===== config.mk =====
export PLATFORM = sky130hd
export DESIGN_NAME = dpm_port_mux
export DESIGN_NICKNAME = d
export VERILOG_FILES = /design/src/rtl/dpm_pkg.sv /design/src/rtl/dpm_port_mux.sv /design/src/rtl/dpm_tick_sampler.sv
export SDC_FILE = /design/constraint.sdc
export NUM_CORES = 1
export LEC_CHECK = 0
export ABC_AREA = 1
export BUFFER_PORTS_ARGS = -buffer_cell sky130_fd_sc_hd__clkbuf_2
export CAP_MARGIN = 20
export CORE_ASPECT_RATIO = 0.6
export CORE_MARGIN = 8
export CORE_UTILIZATION = 40
export CTS_CLUSTER_DIAMETER = 30
export DETAILED_ROUTE_END_ITERATION = 6
export HOLD_SLACK_MARGIN = 0.06
export PLACE_DENSITY_LB_ADDON = 0.25
export SETUP_SLACK_MARGIN = 0.3
export SLEW_MARGIN = 25
export SYNTH_ARGS = -nofsm -noshare
export SYNTH_HDL_FRONTEND = slang
export SYNTH_SLANG_ARGS = --single-unit

===== constraint.sdc =====
create_clock -name sys_clk -period 2.3 [get_ports sys_clk]
set_input_delay 0.115 -clock sys_clk [delete_from_list [all_inputs] [get_ports sys_clk]]
set_output_delay 0.115 -clock sys_clk [all_outputs]
set_load 0.02 [all_outputs]

===== src/rtl/dpm_pkg.sv =====
package dpm_pkg;

  // special-function register addresses
  localparam logic [7:0] ADDR_PORT0_DATA      = 8'h80;
  localparam logic [7:0] ADDR_PORT1_DATA      = 8'h90;
  localparam logic [7:0] ADDR_PORT0_DRIVE     = 8'h93;
  localparam logic [7:0] ADDR_PORT0_DIRECTION = 8'h94;
  localparam logic [7:0] ADDR_PORT0_FUNCTION  = 8'h95;
  localparam logic [7:0] ADDR_PORT1_DIRECTION = 8'h96;
  localparam logic [7:0] ADDR_PORT1_FUNCTION  = 8'h97;

  // reset values
  localparam logic [7:0] RST_PORT0_DATA       = 8'hff;
  localparam logic [3:0] RST_PORT1_DATA       = 4'hf;
  localparam logic [7:0] RST_PORT0_DRIVE      = 8'h00;
  localparam logic [7:0] RST_PORT0_DIRECTION  = 8'hff;
  localparam logic [7:0] RST_PORT0_FUNCTION   = 8'h00;
  localparam logic [3:0] RST_PORT1_DIRECTION  = 4'h4;
  localparam logic [3:0] RST_PORT1_FUNCTION   = 4'h0;

  // port 0 alternate directions: forced outputs and forced inputs
  localparam logic [7:0] PORT0_FUNCTION_SELECT_OUT_MASK      = 8'h85;
  localparam logic [7:0] PORT0_FUNCTION_SELECT_IN_MASK       = 8'h78;
  localparam logic [7:0] P0_ODD_MASK          = 8'haa;
  localparam logic [7:0] P0_EVEN_MASK         = 8'h55;

  // port 0 field positions
  localparam int P0_BIT_TIMER_OUT = 0;
  localparam int P0_BIT_UART_RX   = 1;
  localparam int P0_BIT_UART_TX   = 2;
  localparam int P0_BIT_INT_A     = 3;
  localparam int P0_BIT_INT_B     = 4;
  localparam int P0_BIT_TIMER_A   = 5;
  localparam int P0_BIT_TIMER_B   = 6;
  localparam int P0_BIT_PWM       = 7;

  // port 1 field positions
  localparam int P1_BIT_SCK       = 0;
  localparam int P1_BIT_MOSI      = 1;
  localparam int P1_BIT_MISO      = 2;
  localparam int P1_BIT_CS        = 3;

  // port 1 directions in serial master mode (1 = driven)
  localparam logic [3:0] P1_SERIAL_OE = 4'hb;

  // routing select encodings
  localparam logic [1:0] ROUTE_CODE_UNUSED = 2'h0;
  localparam logic [1:0] ROUTE_CODE_PORT1  = 2'h1;

  // timer inputs are sampled once every this many clocks
  localparam int TIMER_SAMPLE_PERIOD = 4;
  localparam int TICK_CNT_W          = $clog2(TIMER_SAMPLE_PERIOD);
  localparam logic [TICK_CNT_W-1:0] TICK_CNT_LAST = TICK_CNT_W'(TIMER_SAMPLE_PERIOD - 1);

  typedef enum logic [1:0] {
    DPM_ROUTE_UNUSED,
    DPM_ROUTE_PORT1,
    DPM_ROUTE_RADIO
  } dpm_route_e;

  // register access request from the cpu
  typedef struct packed {
    logic       wr;
    logic       rd;
    logic [7:0] addr;
    logic [7:0] wdata;
  } dpm_sfr_req_s;

  // alternate functions feeding port 0 outputs
  typedef struct packed {
    logic timer_out;
    logic uart_tx;
    logic pwm;
  } dpm_port0_function_select_out_s;

  // serial master engine signals toward port 1
  typedef struct packed {
    logic sck;
    logic mosi;
  } dpm_serial_out_s;

endpackage : dpm_pkg


===== src/rtl/dpm_port_mux.sv =====
// Overview of operation
// - port 0 pins all inputs during reset
// - port 1 takes serial master directions in reset
// - configuration holds reset state until software writes
// - function select outranks direction bit on port 0 pins other than pin 1
// - alternate pins 0,2,7 out; 3-6 in
// - uart receive pin follows direction bit 1
// - interrupts reach logic only when selected
// - timer inputs sampled every four clocks
// - unselected port 0 pin is general purpose
// - direction bit 0 output, 1 input
// - drive bit: odd pins source, even sink
// - port 1 registers hold four bits only
// - route 01 makes port 1 serial master
// - otherwise pin 0 may be timer c input
// - port 1 pin 2 always input
// - port 1 pin 3 output always from the latch
// - port 1 pins 1,3 ignore function select
// - routing select decodes unused, port 1, radio
`timescale 1ns/10ps
`default_nettype none
module dpm_port_mux
  import dpm_pkg::*;
(
  // clock and reset
  input  wire logic            sys_clk,
  input  wire logic            nrst,
  // cpu register access
  input  wire dpm_sfr_req_s    sfr_req,
  output logic      [7:0]      sfr_rdata,
  output logic                 sfr_rvalid,
  // serial routing select from the serial engine control
  input  wire logic [1:0]      serial_route_sel,
  output logic                 serial_on_port1,
  output logic                 serial_on_radio,
  // port 0 pins
  input  wire logic [7:0]      p0_pin_in,
  output logic      [7:0]      p0_pin_out,
  output logic      [7:0]      p0_pin_oe,
  output logic      [7:0]      p0_source_high,
  output logic      [7:0]      p0_sink_high,
  // port 1 pins
  input  wire logic [3:0]      p1_pin_in,
  output logic      [3:0]      p1_pin_out,
  output logic      [3:0]      p1_pin_oe,
  // peripheral outputs routed to port 0
  input  wire dpm_port0_function_select_out_s port0_function_select_out,
  // serial master engine
  input  wire dpm_serial_out_s serial_out,
  output logic                 serial_miso,
  // peripheral inputs taken from the pins
  output logic                 uart_rxd,
  output logic                 ext_interrupt_a_low,
  output logic                 ext_interrupt_b_low,
  output logic                 timer_a_input,
  output logic                 timer_b_input,
  output logic                 timer_c_input
);

  typedef struct packed {
    logic [7:0]            p0_data;
    logic [7:0]            p0_drive;
    logic [7:0]            port0_direction;
    logic [7:0]            p0_func;
    logic [3:0]            p1_data;
    logic [3:0]            port1_direction;
    logic [3:0]            p1_func;
    logic [TICK_CNT_W-1:0] tick_cnt;
    logic [7:0]            rdata;
    logic                  rvalid;
    logic [7:0]            p0_out;
    logic [3:0]            p1_out;
    logic                  miso;
    logic                  rxd;
    logic                  int_a_low;
    logic                  int_b_low;
  } dpm_state_s;

  dpm_state_s s_q;
  dpm_state_s s_d;

  dpm_route_e  route;
  logic        serial_mode;
  logic [7:0]  p0_forced;
  logic [7:0]  p0_oe;
  logic [3:0]  p1_oe;
  logic        tick;
  logic [2:0]  timer_raw;
  logic [2:0]  timer_smp;

  always_comb
  begin
    unique case (serial_route_sel)
      ROUTE_CODE_UNUSED: route = DPM_ROUTE_UNUSED;
      ROUTE_CODE_PORT1:  route = DPM_ROUTE_PORT1;
      default:           route = DPM_ROUTE_RADIO;
    endcase
  end

  // reset forces the serial master layout
  assign serial_mode     = !nrst || (route == DPM_ROUTE_PORT1);
  assign serial_on_port1 = route == DPM_ROUTE_PORT1;
  assign serial_on_radio = route == DPM_ROUTE_RADIO;

  assign p0_forced = s_q.p0_func & (PORT0_FUNCTION_SELECT_OUT_MASK | PORT0_FUNCTION_SELECT_IN_MASK);

  // oe is gated by reset directly so pins float even before a clock edge
  always_comb
  begin
    if (!nrst)
    begin
      p0_oe = 8'h00;
    end
    else
    begin
      p0_oe = (p0_forced & PORT0_FUNCTION_SELECT_OUT_MASK) | (~p0_forced & ~s_q.port0_direction);
    end
  end

  always_comb
  begin
    if (serial_mode)
    begin
      p1_oe = P1_SERIAL_OE;
    end
    else
    begin
      // pins 1 and 3 follow their direction bits
      p1_oe = ~s_q.port1_direction;
      // timer c input forces pin 0 to input
      if (s_q.p1_func[P1_BIT_SCK])
      begin
        p1_oe[P1_BIT_SCK] = 1'b0;
      end
    end
    p1_oe[P1_BIT_MISO] = 1'b0;
  end

  assign p0_pin_oe = p0_oe;
  assign p1_pin_oe = p1_oe;

  // high drive split by pin parity
  assign p0_source_high = s_q.p0_drive & P0_ODD_MASK;
  assign p0_sink_high   = s_q.p0_drive & P0_EVEN_MASK;

  assign tick = s_q.tick_cnt == TICK_CNT_LAST;

  // unselected pins leave timers idle low
  // timer c only when serial engine is elsewhere
  assign timer_raw[0] = s_q.p0_func[P0_BIT_TIMER_A] & p0_pin_in[P0_BIT_TIMER_A];
  assign timer_raw[1] = s_q.p0_func[P0_BIT_TIMER_B] & p0_pin_in[P0_BIT_TIMER_B];
  assign timer_raw[2] = !serial_mode & s_q.p1_func[P1_BIT_SCK] & p1_pin_in[P1_BIT_SCK];

  dpm_tick_sampler #(
    .WIDTH (3),
    .RST   (3'h0)
  ) u_timer_sampler (
    .sys_clk (sys_clk),
    .nrst    (nrst),
    .tick    (tick),
    .din     (timer_raw),
    .dout    (timer_smp)
  );

  assign timer_a_input = timer_smp[0];
  assign timer_b_input = timer_smp[1];
  assign timer_c_input = timer_smp[2];

  always_comb
  begin
    s_d        = s_q;
    s_d.rvalid = 1'b0;
    if (!nrst)
    begin
      s_d.p0_data   = RST_PORT0_DATA;
      s_d.p0_drive  = RST_PORT0_DRIVE;
      s_d.port0_direction    = RST_PORT0_DIRECTION;
      s_d.p0_func   = RST_PORT0_FUNCTION;
      s_d.p1_data   = RST_PORT1_DATA;
      s_d.port1_direction    = RST_PORT1_DIRECTION;
      s_d.p1_func   = RST_PORT1_FUNCTION;
      s_d.tick_cnt  = '0;
      s_d.rdata     = 8'h00;
      s_d.p0_out    = RST_PORT0_DATA;
      s_d.p1_out    = RST_PORT1_DATA;
      s_d.miso      = 1'b0;
      s_d.rxd       = 1'b1;
      s_d.int_a_low = 1'b1;
      s_d.int_b_low = 1'b1;
    end
    else
    begin
      s_d.tick_cnt = tick ? '0 : s_q.tick_cnt + 1'b1;

      // port 1 keeps only the low four bits
      if (sfr_req.wr)
      begin
        unique case (sfr_req.addr)
          ADDR_PORT0_DATA:      s_d.p0_data  = sfr_req.wdata;
          ADDR_PORT1_DATA:      s_d.p1_data  = sfr_req.wdata[3:0];
          ADDR_PORT0_DRIVE:     s_d.p0_drive = sfr_req.wdata;
          ADDR_PORT0_DIRECTION: s_d.port0_direction   = sfr_req.wdata;
          ADDR_PORT0_FUNCTION:  s_d.p0_func  = sfr_req.wdata;
          ADDR_PORT1_DIRECTION: s_d.port1_direction   = sfr_req.wdata[3:0];
          ADDR_PORT1_FUNCTION:  s_d.p1_func  = sfr_req.wdata[3:0];
          default:              s_d.rdata    = s_q.rdata;
        endcase
      end

      // reads see pin levels on inputs, latch on outputs
      if (sfr_req.rd)
      begin
        s_d.rvalid = 1'b1;
        unique case (sfr_req.addr)
          ADDR_PORT0_DATA:      s_d.rdata = (p0_oe & s_q.p0_data) | (~p0_oe & p0_pin_in);
          ADDR_PORT1_DATA:      s_d.rdata = {4'h0, (p1_oe & s_q.p1_data) | (~p1_oe & p1_pin_in)};
          ADDR_PORT0_DRIVE:     s_d.rdata = s_q.p0_drive;
          ADDR_PORT0_DIRECTION: s_d.rdata = s_q.port0_direction;
          ADDR_PORT0_FUNCTION:  s_d.rdata = s_q.p0_func;
          ADDR_PORT1_DIRECTION: s_d.rdata = {4'h0, s_q.port1_direction};
          ADDR_PORT1_FUNCTION:  s_d.rdata = {4'h0, s_q.p1_func};
          default:              s_d.rdata = 8'h00;
        endcase
      end

      // general purpose pins drive the latch
      s_d.p0_out = s_q.p0_data;
      if (s_q.p0_func[P0_BIT_TIMER_OUT])
      begin
        s_d.p0_out[P0_BIT_TIMER_OUT] = port0_function_select_out.timer_out;
      end
      if (s_q.p0_func[P0_BIT_UART_TX])
      begin
        s_d.p0_out[P0_BIT_UART_TX] = port0_function_select_out.uart_tx;
      end
      if (s_q.p0_func[P0_BIT_PWM])
      begin
        s_d.p0_out[P0_BIT_PWM] = port0_function_select_out.pwm;
      end

      // chip select pin always from the latch
      s_d.p1_out = s_q.p1_data;
      if (serial_mode)
      begin
        // engine drives clock and data out
        s_d.p1_out[P1_BIT_SCK]  = serial_out.sck;
        s_d.p1_out[P1_BIT_MOSI] = serial_out.mosi;
      end
      s_d.miso = p1_pin_in[P1_BIT_MISO];

      s_d.int_a_low = s_q.p0_func[P0_BIT_INT_A] ? p0_pin_in[P0_BIT_INT_A] : 1'b1;
      s_d.int_b_low = s_q.p0_func[P0_BIT_INT_B] ? p0_pin_in[P0_BIT_INT_B] : 1'b1;
      s_d.rxd       = s_q.p0_func[P0_BIT_UART_RX] ? p0_pin_in[P0_BIT_UART_RX] : 1'b1;
    end
  end

  always_ff @(posedge sys_clk)
  begin
    s_q <= s_d;
  end

  assign sfr_rdata           = s_q.rdata;
  assign sfr_rvalid          = s_q.rvalid;
  assign p0_pin_out          = s_q.p0_out;
  assign p1_pin_out          = s_q.p1_out;
  assign serial_miso         = s_q.miso;
  assign uart_rxd            = s_q.rxd;
  assign ext_interrupt_a_low = s_q.int_a_low;
  assign ext_interrupt_b_low = s_q.int_b_low;

  // a direction or function register write on either port
  logic cfg_wr;
  assign cfg_wr = sfr_req.wr && (sfr_req.addr inside {ADDR_PORT0_DIRECTION, ADDR_PORT0_FUNCTION,
                                                     ADDR_PORT1_DIRECTION, ADDR_PORT1_FUNCTION});
endmodule : dpm_port_mux
`default_nettype wire


===== src/rtl/dpm_tick_sampler.sv =====
`timescale 1ns/10ps
`default_nettype none
module dpm_tick_sampler
  import dpm_pkg::*;
#(
  parameter int              WIDTH = 1,
  parameter logic [WIDTH-1:0] RST  = '0
)
(
  // clock and reset
  input  wire logic             sys_clk,
  input  wire logic             nrst,
  // sample strobe and data
  input  wire logic             tick,
  input  wire logic [WIDTH-1:0] din,
  output logic      [WIDTH-1:0] dout
);

  logic [WIDTH-1:0] smp_q;
  logic [WIDTH-1:0] smp_d;

  always_comb
  begin
    smp_d = smp_q;
    if (!nrst)
    begin
      smp_d = RST;
    end
    else if (tick)
    begin
      smp_d = din;
    end
  end

  always_ff @(posedge sys_clk)
  begin
    smp_q <= smp_d;
  end

  assign dout = smp_q;

endmodule : dpm_tick_sampler
`default_nettype wire

==> impl_metrics.ini <==
[synthesis]
ys_ff_latch = 74
syn_avg_cell_area_um2 = 7.32
yosys_warnings = 0
synth_seq_area_share = 0.418
synth_largest_area_cell = dfxtp_1
ys_types = 27
syn_area_um2 = 3540
synth.top_cell.area_share = 0.418
synth_area_leaders = dfxtp_1 42%, nand2_1 10%, buf_4 8.3%
syn_inst = 484

[critical_path]
crit_required_ps = 2180
crit_path_max_fanout = 3
cp-end-kind = primary output
cp-start-kind = register
worstSetupPathType = reg2out
arrival_ps = 1300

[floorplan]
dieArea_um2 = 12200
die_width_um = 138
die_y_um = 88.9
initial_core_util = 0.414
rows = 26
io_pins = 97
fp.coreArea_um2 = 8560

[placement]
dp_hpwl_mm = 8.06
io_buffers = 87
routabilityCongestion = 0.861

[detailed_routing]
vias = 3234
wire_per_inst_um = 15.8
vias_per_cell = 4.86
drc = 0
firstDrtPassIters = 4
first_iter_violations = 269
totalWireLength_mm = 10.5
ant_nets = 0

[clock_network]
postCtsHoldBufs = 10
cts_buffer_depth = 2
postCtsSetupRepairBufs = 0
htreeDepth = 3
clock-sinks = 74
cts.clk_slew.worst_paths_ps = 50
cts_root_buffer = clkbuf_16
cts_tree = built
ctsResizeCount = 0
numCtsBuffers = 9
clock_latency_ps = 350

[timing]
skew_ps = 4.53
rsz0062_at_grt = no
finalSetupViolations = 0
hold_violations = 0
period_share = 0.617
fin_crit_ps = 1420
fmax_ghz = 0.705
final.setup.tns_ps = 0
drv_slew = 0

[layout]
syn_to_final_growth_pct = 19.0
finalCoreUtilization = 0.493
nets = 589
n_antenna_cell = 0
drive_gt1_frac = 0.238

[global_route]
antenna_found_initial = 0
grt_max_degree = 31
grt_pass1_wl_mm = 16.4
grt_overflow = 0
grtUsageTotal = 0.177
first_global_vias = 3013

[power]
switchingPower_w = 0.000704
seqPwrFrac = 0.428
p_leak_nw = 2.03
peakVddDrop_uv = 360
power.density_nw_per_um2 = 722
switching_share = 0.231
clkPwrFrac = 0.500
p_int_w = 0.00234
p_comb_frac = 0.072

[flow_run]
maxCapViolCount = 0

[worst_hold_path]
worstHoldPathType = in2reg

[run_status]
outcome = finished clean
[registers in the layout (all words and copies together) (netlist names)]
register / count
ext_interrupt_b_low: 1
s_q: 31
p1_pin_out: 4
p0_pin_out: 8
serial_miso: 1
sfr_rvalid: 1
p0_source_high: 4
u_timer_sampler.dout: 3
sfr_rdata: 8
ext_interrupt_a_low: 1
p0_forced: 7
uart_rxd: 1
p0_sink_high: 4
[cell families after synthesis]
| group | count (synthesis) | synth area share |
|---|---|---|
| other cells | 1 | 0.00106 |
| fa+ha+maj | 1 | 0.00353 |
| flops | 74 | 0.418 |
| buf+inv | 120 | 0.174 |
| simple gates | 189 | 0.252 |
| compound gates | 99 | 0.151 |
[layout by cell type, fill, tap and decap left out]
| cell | netlist | routed |
|---|---|---|
| nor3_1 | 1 | 1 |
| clkbuf_1 | 4 | 1 |
| nor2_1 | 20 | 20 |
| clkinv_2 | 0 | 2 |
| nor2_2 | 4 | 4 |
| or2_2 | 4 | 4 |
| clkinvlp_4 | 0 | 1 |
| nand2_1 | 98 | 98 |
| o22ai_1 | 4 | 4 |
| clkbuf_2 | 0 | 87 |
| o21ai_1 | 4 | 4 |
| clkbuf_8 | 0 | 1 |
| nand3b_1 | 1 | 1 |
| inv_2 | 4 | 4 |
| o211ai_1 | 14 | 14 |
| buf_4 | 39 | 2 |
| o21ai_0 | 39 | 39 |
| nor2_8 | 1 | 1 |
| nand3_1 | 42 | 42 |
| clkbuf_16 | 0 | 9 |
| inv_1 | 63 | 63 |
| nand3_2 | 4 | 4 |
| bufinv_16 | 0 | 2 |
| nand2_2 | 5 | 5 |
| ha_1 | 1 | 1 |
| dfxtp_1 | 74 | 74 |
| a21oi_1 | 38 | 38 |
| nor2_4 | 6 | 6 |
| dlygate4sd3_1 | 0 | 10 |
| nand4_1 | 3 | 3 |
| conb_1 | 1 | 9 |
[per-stage QoR]
step | setup WS [ps] | total power (W) | hold WS (ps) | area, µm² | std cells
floorplan | 964 | 0.00147 | 207 | 3570 | 492
global placement | 694 | 0.00153 | 325 | 3800 | 640
detailed placement | 680 | 0.00154 | 326 | 3800 | 640
CTS | 902 | 0.00307 | 71.4 | 4220 | 666
global route | 797 | 0.00316 | 90.2 | 4220 | 666
finish | 881 | 0.00305 | 86.4 | 4220 | 666
[power by group through the flow]
| stage | sequential (W) | clock (W) | combinational (W) |
|---|---|---|---|
| 6_report | 0.00130 | 0.00152 | 0.000220 |
| 5_1_grt | 0.00130 | 0.00162 | 0.000242 |
| 4_1_cts | 0.00130 | 0.00155 | 0.000220 |
| 3_5_place_dp | 0.00133 | 0 | 0.000206 |
| 3_3_place_gp | 0.00133 | 0 | 0.000203 |
| 2_1_floorplan | 0.00133 | 0 | 0.000133 |
[Yosys cell counts]
library cell	number
nand3_1	42
nand2_1	98
ha_1	1
a21oi_1	38
nor2_4	6
or2_2	4
nand2_2	5
conb_1	1
buf_4	39
o21ai_1	4
inv_2	4
o21ai_0	39
nor2_8	1
dfxtp_1	74
nor2_1	20
buf_2	5
nand4_1	3
nand3_2	4
nand3b_1	1
buf_6	2
clkbuf_1	4
o22ai_1	4
buf_1	3
nor2_2	4
inv_1	63
nor3_1	1
o211ai_1	14
[layout make-up]
cell class	instances	area (µm²)
clock buffer	11	243
multi-input combinational	298	1480
fill	860	4340
sequential	74	1480
tap	112	140
clock inverter	5	77.6
inverter	67	251
timing repair buffer	99	551
[per-layer routing]
| metal | part of all wire | track usage |
|---|---|---|
| met1 | 0.52 | 0.263 |
| met2 | 0.37 | 0.229 |
| met3 | 0.11 | 0.0707 |
| met4 | 0.0049 | 0.0333 |
| met5 | 0 | 0 |
[worst max-delay path, stage by stage (launching register included)]
cell and delay, ps:
dfxtp_1 320, nor2_1 280, nand2_1 120, inv_1 80, clkbuf_2 160
[worst paths after layout]
check                                          startpoint                         to  slack, ps  depth (start not counted)
worst min register to register         s_q[25]$_SDFF_PP0_         s_q[25]$_SDFF_PP0_        430                          1
worst min-delay path                           sfr_req[4]       s_q[67]$_SDFFE_PN1P_         90                          3
worst max register to register  p0_forced[2]$_SDFFE_PN0P_  sfr_rdata[2]$_SDFFE_PN0P_        940                         10
worst max-delay path            p0_forced[3]$_SDFFE_PN0P_               p0_pin_oe[3]        880                          4
Note: power is estimated with default switching activity, not from simulation.
